`src/hw/nv_option_defs.svh`:
```
`ifndef NV_OPTION_DEFS_SVH
`define NV_OPTION_DEFS_SVH
// ************************************************************
// high-page map (register indices; apb byte address is four times the index)
// ************************************************************
`define HIGH_PAGE_BASE 16'h1800
`define OFS_FLASH_CLOCK_DIVIDER 16'h1820
`define OFS_FLASH_OPTION_WORKING 16'h1821
`define OFS_FLASH_CONFIGURATION 16'h1823
`define OFS_FLASH_PROTECTION_WORKING 16'h1824
`define OFS_FLASH_STATUS 16'h1825
`define OFS_FLASH_COMMAND 16'h1826
`define OFS_KEY_ENTRY_LO 16'h1828
`define OFS_KEY_ENTRY_HI 16'h1829
`define OFS_SECURITY_STATUS 16'h182A
`define OFS_OSC_TRIM 16'h182B
`define OFS_OSC_STATUS_CONTROL 16'h182C
// ************************************************************
// nonvolatile locations
// ************************************************************
`define NV_FINE_TRIM 16'hFFAE
`define NV_OSC_TRIM 16'hFFAF
`define NV_KEY_FIRST 16'hFFB0
`define NV_KEY_LAST 16'hFFB7
`define NV_PROTECTION 16'hFFBD
`define NV_OPTION 16'hFFBF
// ************************************************************
// fields and values
// ************************************************************
`define KEY_ENABLE_BIT 7
`define SECURITY_UNSECURED 2'h2
`define KEY_ACCESS_BIT 5
`define RESET_STACK_POINTER 16'h00FF
`define DIRECT_PAGE_LIMIT 16'h0100
`define FLASH_PAGE_BYTES 512
`define FLASH_LAST_ADDR 16'hFFFF
`define FLASH_BYTES_LARGE 8192
`define FLASH_BYTES_SMALL 4096
`define IDLE_READS_FOR_SLEEP 4
`endif

```
`src/hw/nv_option_pkg.sv`:
```
package nv_option_pkg;
  typedef struct packed {
    logic key_enable_bit;
    logic vector_redirect_disable;
    logic [3:0] zero;
    logic [1:0] security_field;
  } option_type;
  typedef struct packed {
    logic [6:0] protect_boundary_field;
    logic protect_disable_bit;
  } protection_type;
  typedef struct packed {
    logic req;
    logic write;
    logic from_debug;
    logic from_secure_code;
    logic [15:0] addr;
    logic [7:0] wdata;
  } ram_req_type;
  typedef enum logic [1:0] {
    load_prot = 2'h0,
    load_opt = 2'h1,
    load_trim = 2'h3,
    load_done = 2'h2
  } load_state_type;
endpackage

```
`src/hw/nv_option_security_loader.sv`:
```
// Contract
// - high-page control block based at 0x1800
// - reset copies stored protection/option to working
// - reset loads factory trim into oscillator registers
// - eight-byte backdoor key held in nonvolatile
// - key match unsecures only when key enabled
// - key entry only from secure user code
// - key disabled: only blank mass erase unsecures
// - security field 1:0 means unsecured
// - RAM untouched by reset
// - reset stack pointer value is 0x00FF
// - secured: block debug and non-secure RAM access
// - RAM below 0x0100 is direct-page reachable
// - flash is 512-byte pages, 16 or 8
// - flash powers down between slow reads
// - protected region from 512 boundary to 0xFFFF
//
// The APB register port was decided locally.
`timescale 1ns/10ps
`default_nettype none
`include "nv_option_defs.svh"
module nv_option_security_loader #(
  parameter int FLASH_BYTES = `FLASH_BYTES_LARGE,
  parameter int RAM_BYTES = 512
) (
  input wire logic pclk, // bus clock
  input wire logic presetn, // async reset, active low
  input wire logic psel, // apb select
  input wire logic penable, // apb enable
  input wire logic pwrite, // apb direction
  input wire logic [15:0] paddr, // apb byte address
  input wire logic [31:0] pwdata, // apb write data
  output logic pready, // apb ready
  output logic [31:0] prdata, // apb read data
  output logic pslverr, // apb error
  input wire logic pdebug, // access comes from background debug
  input wire logic psecure_code, // cpu executes from secure memory
  input wire logic [7:0] nv_protection_in, // stored protection byte
  input wire logic [7:0] nv_option_in, // stored option byte
  input wire logic [63:0] nv_key_in, // backdoor comparison key
  input wire logic [8:0] factory_trim_in, // information row trim
  input wire logic mass_erase_blank, // erase verified blank
  input wire logic [15:0] flash_read_addr, // flash read address
  input wire logic flash_read, // flash read strobe
  input wire nv_option_pkg::ram_req_type ram_req, // ram request
  output logic [7:0] ram_rdata, // ram read data
  output logic ram_blocked, // ram access refused
  output logic direct_page, // ram address is direct-page
  output logic secured, // device is secured
  output logic [15:0] reset_sp, // stack pointer after reset
  output logic [15:0] protect_start, // protected region start
  output logic protect_hit, // read address in protected region
  output logic [4:0] flash_pages, // page count
  output logic flash_sleep, // flash array powered down
  output logic loader_done // working copies valid
);
  nv_option_pkg::load_state_type load_state;
  nv_option_pkg::option_type option_working;
  nv_option_pkg::protection_type protection_working;
  logic [7:0] clock_divider;
  logic [7:0] flash_config;
  logic [7:0] flash_stat;
  logic [7:0] flash_cmd;
  logic [7:0] osc_trim;
  logic [7:0] osc_status;
  logic [63:0] key_entry;
  logic key_unlock;
  logic erase_unlock;
  logic [2:0] idle_count;
  logic [7:0] ram_mem [RAM_BYTES];
  logic wr_en;
  logic rd_en;
  logic key_path_open;

  // each register takes one aligned apb word: byte address is four times the index
  function automatic logic hit(input logic [15:0] a, input logic [15:0] ofs);
    hit = (a == {ofs[13:0], 2'b00});
  endfunction

  // ************************************************************
  // reset-time loading
  // ************************************************************
  always_ff @(posedge pclk or negedge presetn) begin
    if (!presetn) begin
      load_state <= nv_option_pkg::load_prot;
    end else begin
      case (load_state)
        nv_option_pkg::load_prot: load_state <= nv_option_pkg::load_opt;
        nv_option_pkg::load_opt: load_state <= nv_option_pkg::load_trim;
        nv_option_pkg::load_trim: load_state <= nv_option_pkg::load_done;
        default: load_state <= nv_option_pkg::load_done;
      endcase
    end
  end

  assign loader_done = (load_state == nv_option_pkg::load_done);
  assign wr_en = psel && penable && pwrite && loader_done;
  assign rd_en = psel && penable && !pwrite;
  assign reset_sp = `RESET_STACK_POINTER;

  always_ff @(posedge pclk or negedge presetn) begin
    if (!presetn) begin
      protection_working <= '0;
    end else if (load_state == nv_option_pkg::load_prot) begin
      protection_working <= nv_protection_in;
    end else if (wr_en && hit(paddr, `OFS_FLASH_PROTECTION_WORKING)) begin
      // only further protection may be added by software
      protection_working <= protection_working & pwdata[7:0];
    end
  end

  always_ff @(posedge pclk or negedge presetn) begin
    if (!presetn) begin
      option_working <= '0;
    end else if (load_state == nv_option_pkg::load_opt) begin
      option_working <= {nv_option_in[7:6], 4'h0, nv_option_in[1:0]};
    end
  end

  // user trims in flash are not applied by hardware
  always_ff @(posedge pclk or negedge presetn) begin
    if (!presetn) begin
      osc_trim <= 8'h80;
      osc_status <= 8'h00;
    end else if (load_state == nv_option_pkg::load_trim) begin
      osc_trim <= factory_trim_in[8:1];
      osc_status <= {7'h00, factory_trim_in[0]};
    end else if (wr_en && hit(paddr, `OFS_OSC_TRIM)) begin
      osc_trim <= pwdata[7:0];
    end else if (wr_en && hit(paddr, `OFS_OSC_STATUS_CONTROL)) begin
      osc_status <= {7'h00, pwdata[0]};
    end
  end

  // ************************************************************
  // flash control registers
  // ************************************************************
  always_ff @(posedge pclk or negedge presetn) begin
    if (!presetn) begin
      clock_divider <= 8'h00;
      flash_config <= 8'h00;
      flash_cmd <= 8'h00;
    end else if (wr_en) begin
      if (hit(paddr, `OFS_FLASH_CLOCK_DIVIDER) && !clock_divider[7]) begin
        clock_divider <= {1'b1, pwdata[6:0]};
      end else if (hit(paddr, `OFS_FLASH_CONFIGURATION)) begin
        flash_config <= {2'h0, pwdata[`KEY_ACCESS_BIT], 5'h00};
      end else if (hit(paddr, `OFS_FLASH_COMMAND)) begin
        flash_cmd <= pwdata[7:0];
      end
    end
  end

  always_ff @(posedge pclk or negedge presetn) begin
    if (!presetn) begin
      flash_stat <= 8'hC0;
    end else if (wr_en && hit(paddr, `OFS_FLASH_STATUS)) begin
      flash_stat <= flash_stat & ~{2'h0, pwdata[5:4], 4'h0};
    end
  end

  // ************************************************************
  // security and backdoor key
  // ************************************************************
  // key path: enabled option, key access set, secure non-debug code
  assign key_path_open = option_working.key_enable_bit
    && flash_config[`KEY_ACCESS_BIT] && psecure_code && !pdebug;

  always_ff @(posedge pclk or negedge presetn) begin
    if (!presetn) begin
      key_entry <= '0;
    end else if (wr_en && key_path_open) begin
      if (hit(paddr, `OFS_KEY_ENTRY_LO)) begin
        key_entry[31:0] <= pwdata;
      end else if (hit(paddr, `OFS_KEY_ENTRY_HI)) begin
        key_entry[63:32] <= pwdata;
      end
    end
  end

  always_ff @(posedge pclk or negedge presetn) begin
    if (!presetn) begin
      key_unlock <= 1'b0;
    end else if (wr_en && key_path_open && hit(paddr, `OFS_KEY_ENTRY_HI)) begin
      key_unlock <= ({pwdata, key_entry[31:0]} == nv_key_in);
    end
  end

  always_ff @(posedge pclk or negedge presetn) begin
    if (!presetn) begin
      erase_unlock <= 1'b0;
    end else if (mass_erase_blank && loader_done) begin
      erase_unlock <= 1'b1;
    end
  end

  assign secured = !loader_done
    || ((option_working.security_field != `SECURITY_UNSECURED)
    && !key_unlock && !erase_unlock);

  // ************************************************************
  // ram with security gate
  // ************************************************************
  assign ram_blocked = ram_req.req && secured
    && (ram_req.from_debug || !ram_req.from_secure_code);
  assign direct_page = ram_req.addr < `DIRECT_PAGE_LIMIT;

  // ram has no reset term so contents survive reset
  always_ff @(posedge pclk) begin
    if (ram_req.req && ram_req.write && !ram_blocked
        && ram_req.addr < 16'(RAM_BYTES)) begin
      ram_mem[ram_req.addr[$clog2(RAM_BYTES)-1:0]] <= ram_req.wdata;
    end
  end

  always_ff @(posedge pclk or negedge presetn) begin
    if (!presetn) begin
      ram_rdata <= 8'h00;
    end else if (ram_req.req && !ram_req.write && !ram_blocked
                 && ram_req.addr < 16'(RAM_BYTES)) begin
      ram_rdata <= ram_mem[ram_req.addr[$clog2(RAM_BYTES)-1:0]];
    end else begin
      ram_rdata <= 8'h00;
    end
  end

  // ************************************************************
  // flash geometry, protection and power-down
  // ************************************************************
  assign flash_pages = 5'(FLASH_BYTES / `FLASH_PAGE_BYTES);
  assign protect_start = {protection_working.protect_boundary_field, 9'h000};
  assign protect_hit = !protection_working.protect_disable_bit
    && (flash_read_addr >= protect_start);

  always_ff @(posedge pclk or negedge presetn) begin
    if (!presetn) begin
      idle_count <= 3'h0;
    end else if (flash_read) begin
      idle_count <= 3'h0;
    end else if (idle_count != 3'(`IDLE_READS_FOR_SLEEP)) begin
      idle_count <= idle_count + 3'h1;
    end
  end
  assign flash_sleep = (idle_count == 3'(`IDLE_READS_FOR_SLEEP));

  // ************************************************************
  // apb slave
  // ************************************************************
  assign pready = 1'b1;

  always_ff @(posedge pclk or negedge presetn) begin
    if (!presetn) begin
      pslverr <= 1'b0;
    end else begin
      pslverr <= 1'b0;
    end
  end

  logic in_block;
  // index page 0x18xx lands at byte addresses 0x6000 to 0x63FF
  assign in_block = (paddr[15:10] == 6'(`HIGH_PAGE_BASE >> 8));
  logic [31:0] next_prdata;
  always_comb begin
    next_prdata = 32'h0000_0000;
    if (!in_block) begin
      next_prdata = 32'h0000_0000;
    end else if (hit(paddr, `OFS_FLASH_CLOCK_DIVIDER)) begin
      next_prdata = {24'h0, clock_divider};
    end else if (hit(paddr, `OFS_FLASH_OPTION_WORKING)) begin
      next_prdata = {24'h0, option_working};
    end else if (hit(paddr, `OFS_FLASH_CONFIGURATION)) begin
      next_prdata = {24'h0, flash_config};
    end else if (hit(paddr, `OFS_FLASH_PROTECTION_WORKING)) begin
      next_prdata = {24'h0, protection_working};
    end else if (hit(paddr, `OFS_FLASH_STATUS)) begin
      next_prdata = {24'h0, flash_stat};
    end else if (hit(paddr, `OFS_FLASH_COMMAND)) begin
      next_prdata = {24'h0, flash_cmd};
    end else if (hit(paddr, `OFS_SECURITY_STATUS)) begin
      next_prdata = {29'h0, erase_unlock, key_unlock, secured};
    end else if (hit(paddr, `OFS_OSC_TRIM)) begin
      next_prdata = {24'h0, osc_trim};
    end else if (hit(paddr, `OFS_OSC_STATUS_CONTROL)) begin
      next_prdata = {24'h0, osc_status};
    end
  end
  assign prdata = rd_en ? next_prdata : 32'h0000_0000;

  // ************************************************************
  // checks
  // ************************************************************
  a_load_option: assert property (@(posedge pclk) disable iff (!presetn)
    load_state == nv_option_pkg::load_opt |=>
      option_working.security_field == $past(nv_option_in[1:0]))
    else $error("option byte not copied");
  // sampled presetn skips the release edge, where the flops still ran their reset branch
  a_load_prot: assert property (@(posedge pclk) disable iff (!presetn)
    presetn && load_state == nv_option_pkg::load_prot
      |=> protection_working == $past(nv_protection_in))
    else $error("protection byte not copied");
  a_load_trim: assert property (@(posedge pclk) disable iff (!presetn)
    load_state == nv_option_pkg::load_trim |=> osc_trim == $past(factory_trim_in[8:1]))
    else $error("factory trim not loaded");
  a_key_disabled: assert property (@(posedge pclk) disable iff (!presetn)
    !option_working.key_enable_bit && !key_unlock |=> !key_unlock)
    else $error("key unlocked while disabled");
  a_debug_key: assert property (@(posedge pclk) disable iff (!presetn)
    wr_en && pdebug && !key_unlock |=> !key_unlock)
    else $error("key accepted from debug");
  a_secure_field: assert property (@(posedge pclk) disable iff (!presetn)
    loader_done && option_working.security_field == 2'h2 |-> !secured)
    else $error("unsecured field still secured");
  a_ram_block: assert property (@(posedge pclk) disable iff (!presetn)
    ram_req.req && secured && ram_req.from_debug |-> ram_blocked)
    else $error("debug ram access not blocked");
  a_sleep_wake: assert property (@(posedge pclk) disable iff (!presetn)
    flash_read |=> !flash_sleep [*4])
    else $error("flash slept too early");
  a_stack_reset: assert property (@(posedge pclk) disable iff (!presetn)
    reset_sp == 16'h00FF)
    else $error("reset stack pointer wrong");

  // ************************************************************
  // loader, key, erase, ram gate, flash and apb read checks
  // ************************************************************
  a_load_order: assert property (@(posedge pclk) disable iff (!presetn)
    presetn && load_state == nv_option_pkg::load_prot
      |=> load_state == nv_option_pkg::load_opt)
    else $error("loader skipped the option step");
  a_config_quiet: assert property (@(posedge pclk) disable iff (!presetn)
    !loader_done |=> $stable(flash_config))
    else $error("register written before loading ended");
  a_trim_fine: assert property (@(posedge pclk) disable iff (!presetn)
    load_state == nv_option_pkg::load_trim
      |=> osc_status[0] == $past(factory_trim_in[0]))
    else $error("factory fine trim not loaded");
  a_key_needs_enable: assert property (@(posedge pclk) disable iff (!presetn)
    $rose(key_unlock) |-> $past(option_working.key_enable_bit))
    else $error("key unlocked without key enable");
  a_key_secure_code: assert property (@(posedge pclk) disable iff (!presetn)
    wr_en && !psecure_code && !key_unlock
      |=> !key_unlock)
    else $error("key accepted from non-secure code");
  a_erase_sticky: assert property (@(posedge pclk) disable iff (!presetn)
    erase_unlock |=> erase_unlock)
    else $error("erase unlock dropped");
  a_ram_nonsecure: assert property (@(posedge pclk) disable iff (!presetn)
    ram_req.req && secured && !ram_req.from_secure_code
      |-> ram_blocked)
    else $error("non-secure ram access not blocked");
  a_ram_open: assert property (@(posedge pclk) disable iff (!presetn)
    ram_req.req && !secured |-> !ram_blocked)
    else $error("ram blocked while unsecured");
  a_direct_low: assert property (@(posedge pclk) disable iff (!presetn)
    ram_req.addr[15:8] == 8'h00 |-> direct_page)
    else $error("low ram not direct-page");
  a_pages_geom: assert property (@(posedge pclk) disable iff (!presetn)
    32'(flash_pages) * `FLASH_PAGE_BYTES == FLASH_BYTES)
    else $error("page count does not cover flash");
  a_sleep_idle: assert property (@(posedge pclk) disable iff (!presetn)
    (presetn && !flash_read) [*4]
      |=> flash_sleep)
    else $error("flash awake after idle cycles");
  a_protect_top: assert property (@(posedge pclk) disable iff (!presetn)
    !protection_working.protect_disable_bit && flash_read_addr == `FLASH_LAST_ADDR
      |-> protect_hit)
    else $error("last flash address not protected");
  a_protect_align: assert property (@(posedge pclk) disable iff (!presetn)
    protect_start[8:0] == 9'h000)
    else $error("protect start off a page boundary");
  a_protect_off: assert property (@(posedge pclk) disable iff (!presetn)
    protection_working.protect_disable_bit |-> !protect_hit)
    else $error("protection hit while disabled");
  a_option_stable: assert property (@(posedge pclk) disable iff (!presetn)
    loader_done
      |=> $stable(option_working))
    else $error("working option changed after loading");
  a_unmapped_zero: assert property (@(posedge pclk) disable iff (!presetn)
    rd_en && !in_block
      |-> prdata == 32'h0000_0000)
    else $error("read outside block not zero");
endmodule // nv_option_security_loader
`default_nettype wire

```
`config.mk`:
```
export PLATFORM = sky130hd
export DESIGN_NAME = nv_option_security_loader
export DESIGN_NICKNAME = d
export VERILOG_FILES = /design/src/hw/nv_option_pkg.sv /design/src/hw/nv_option_security_loader.sv
export VERILOG_INCLUDE_DIRS = /design/src /design/src/hw
export SDC_FILE = /design/constraint.sdc
export NUM_CORES = 2
export LEC_CHECK = 0
export ABC_AREA = 1
export CAP_MARGIN = 20
export CELL_PAD_IN_SITES_DETAIL_PLACEMENT = 0
export CELL_PAD_IN_SITES_GLOBAL_PLACEMENT = 2
export CORE_AREA = 2 2 602 604
export CTS_CLUSTER_SIZE = 20
export DETAILED_ROUTE_END_ITERATION = 6
export DIE_AREA = 0 0 604 606
export DONT_BUFFER_PORTS = 1
export PLACE_DENSITY = 0.94
export SETUP_SLACK_MARGIN = 0.1
export SLEW_MARGIN = 15
export SYNTH_ARGS = -nofsm -noshare
export SYNTH_HDL_FRONTEND = slang
export SYNTH_SLANG_ARGS = --single-unit
```
`constraint.sdc`:
```
create_clock -name pclk -period 5.5 [get_ports pclk]
set_input_delay 1.1 -clock pclk [delete_from_list [all_inputs] [get_ports pclk]]
set_output_delay 1.1 -clock pclk [all_outputs]
set_load 0.02 [all_outputs]
```
==> summary.txt <==
Status -> complete, but fails checks
Failing checks -> slew limit
DP Area -> 175,000 sq um
Sequential power share -> 53.0%
Cell taking the most area after synthesis -> edfxtp_1
# IOs -> 275
Power density cells -> 351 nW/um^2
Fin crit period -> 4.92 ns
Clock power frac -> 42.1%
Maximum clock rate -> 203 MHz
First drt pass iteration count -> 6
Final instance area -> 189,000 sq um
RSZ-0062 raised after global routing -> false
Gpl congestion -> 0.834
Crit end category -> register
Top post-synthesis cells by area -> edfxtp_1 73%, nand2_1 16%, nor2_1 2.5%
Maximum VDD drop -> 0.000290 V
Leakage -> 69.0 nW
Fin nets -> 15,000
Number of routed nets with antenna violations -> 0
End-of-flow core utilization -> 52.3%
Total Die Area -> 366,000 sq um
Synth Area per Inst -> 11.4 sq um
Top cell type's share of synthesized area -> 73.0%
Overall Power -> 66.1 mW
Logic pwr share -> 4.9%
WP data arrival -> 5.51 ns
Final Hold Fails -> 0
Detail-routed via count per cell -> 5.41
Hold_ws -> 0.0511 ns
Fin. max-slew vios -> 293
Grt ovf -> 0
Startpoint class of the critical path -> register
Setup Buffers After CTS -> 0
Reg2Reg Setup Slack -> 0.58 ns
PortBufs -> 0
Synth unique cells -> 47
Initial Utilization -> 46.8%
YS warnings -> 0
Crit path max fanout -> 16
Final worst clock skew -> 0.0600 ns
Switching power -> 14.6 mW
Pin count of the biggest net entering global routing -> 719
Post-synth top cells -> 7,064 x nand2_1, 4,096 x edfxtp_1, 1,100 x nor2_1
H-tree depth -> 5
Worst Hold Class -> input pin to asynchronous set/reset pin
Clock Sinks -> 4,183
Post-CTS sizing -> 0
Root Buffer -> clkbuf_16
Synthesized area -> 168,000 sq um
CTS Hold Bufs -> 1
Core Region -> 360,000 sq um
Vert. Die Dim -> 606 um
Clock transition at path regs -> 0.06 ns
Seq/Total Area, Yosys -> 74.3%
Clock tree buffer depth -> 4
Vias -> 108,000
Seq cells post-synth -> 4,183
Least-Margin Pin Slew -> 1.79 ns
Post-synth EDFFs -> 4,096
DRC -> 0
Slew margin rel. -> -19.2%
P_int -> 51.5 mW
Initial DRC Count -> 12,100
Post-DP HPWL -> 252,000 um
Most common cell in the netlist -> nand2_1
GRT Total Usage -> 25.2%
First-pass GRT wire length -> 681,000 um
Total CTS buffers -> 422
Initial antenna violation count -> 13
Setup violators final -> 0
Switching power share of the total -> 22.1%
Critical path type -> register to register
Critical Path RT -> 6.09 ns
Top_reg_cell synth -> edfxtp_1
Skew-Pair Late Insertion Delay -> 0.98 ns
Final WL -> 470,000 um
Final critical-path share of the clock period -> 89.4%
Vias in the first global route -> 101,000
CTS tree -> done
Die width -> 604 um
Syn Inst Count -> 14,800
Layout cells sized above 1 -> 6.89%
Max Cap Violations -> 0
Site row count -> 221
Setup TNS -> 0 ns
WL/cell -> 23.6 um
Asr flop ratio synth -> 2.08%
Area growth, synth to finish -> 11.9%
Fill cell count -> 30,500
kinds of logic after synthesis:
family	synth area share, %
simple gates	20.9
flops	74.3
buf+inv	2.47
compound gates	1.91
xor+xnor	0.198
mux	0.127
fa+ha+maj	0.0668
other cells	0.00446
worst max-delay path: stages, from the launching register on:
cell	delay, ns
dfrtp_1	0.50
inv_2	0.08
nor2_2	0.30
inv_1	0.09
a31oi_2	0.17
buf_4	0.34
nor3_1	0.21
inv_2	0.12
nand3_4	0.25
nor2_4	0.82
nand2_1	0.75
nor2_1	0.83
final cells by class:
| cell class | count | area [sq um] | share of cell area (%) |
|---|---|---|---|
| timing repair buffer | 385 | 4070 | 2.16 |
| tap | 4794 | 6000 | 3.18 |
| antenna | 4 | 10.0 | 0.00531 |
| inverter | 131 | 527 | 0.279 |
| multi-input combinational | 9676 | 39500 | 20.9 |
| clock buffer | 528 | 11000 | 5.86 |
| clock inverter | 245 | 2260 | 1.20 |
| sequential | 4183 | 125000 | 66.4 |
registers in the layout (all words and copies together), names as in the netlist:
signal / count
ram_rdata: 8
option_working: 4
idle_count: 3
flash_config: 1
ram_mem: 4096
protect_start: 7
key_entry: 32
protection_working: 1
erase_unlock: 1
clock_divider: 8
load_state: 2
osc_status: 1
osc_trim: 8
key_unlock: 1
flash_stat: 2
flash_cmd: 8
through the flow:
step | setup WS (ns) | cells
floorplan | 1.60 | 14800
global placement | 0.500 | 19200
detailed placement | 0.477 | 19200
CTS | 0.588 | 19900
global route | 0.481 | 19900
finish | 0.582 | 19900
worst paths after layout:
| kind | startpoint | end | cells after the start |
|---|---|---|---|
| max in group asynchronous | presetn | key_entry[10]$_DFFE_PN0P_ | 1 |
| worst max-delay path | load_state[1]$_DFF_PN0_ | ram_mem[330][4]$_DFFE_PP_ | 11 |
| worst min register to register | clock_divider[7]$_DFFE_PN0P_ | clock_divider[7]$_DFFE_PN0P_ | 2 |
| worst max register to register | load_state[1]$_DFF_PN0_ | ram_mem[330][4]$_DFFE_PP_ | 11 |
| min in group pclk | flash_read | idle_count[2]$_DFFE_PN0P_ | 1 |
| worst min-delay path | presetn | osc_status[0]$_DFFE_PN0P_ | 1 |
power groups by stage:
stage	Combinational, mW	Clock (mW)	Sequential, mW
5_1_grt	3.54	29.3	35.0
2_1_floorplan	1.80	0	35.7
3_3_place_gp	2.82	0	35.7
6_report	3.27	27.8	35.0
4_1_cts	2.86	28.1	35.0
3_5_place_dp	2.83	0	35.7
routing by layer:
| metal | vias up | wire length, um | global-route usage (%) |
|---|---|---|---|
| li1 | 50100 | - | - |
| met1 | 52600 | 195000 | 35.6 |
| met2 | 4562 | 220000 | 40.3 |
| met3 | 684 | 40200 | 3.84 |
| met4 | 2 | 16100 | 8.17 |
| met5 | - | 13 | 0 |
cell usage in the layout, fill, tap and decap left out, types with 8 or more instances in the layout:
| cell | n |
|---|---|
| edfxtp_1 | 4096 |
| buf_4 | 300 |
| buf_12 | 69 |
| a22oi_1 | 22 |
| o21ai_0 | 297 |
| o22ai_1 | 16 |
| nor2_4 | 11 |
| clkinvlp_4 | 8 |
| buf_16 | 16 |
| nand2_4 | 16 |
| inv_1 | 118 |
| nor3_1 | 32 |
| nand4_1 | 461 |
| dfrtp_1 | 86 |
| o21ai_1 | 9 |
| clkinv_2 | 92 |
| clkinv_1 | 92 |
| xor2_1 | 37 |
| inv_6 | 10 |
| nor4_1 | 13 |
| conb_1 | 56 |
| bufinv_16 | 32 |
| mux2_2 | 19 |
| nand2_1 | 7048 |
| ha_1 | 9 |
| nand3_1 | 242 |
| clkbuf_1 | 102 |
| a21oi_1 | 241 |
| clkbuf_16 | 426 |
| nor2_1 | 1096 |
Power figures use the tool's default switching activity.
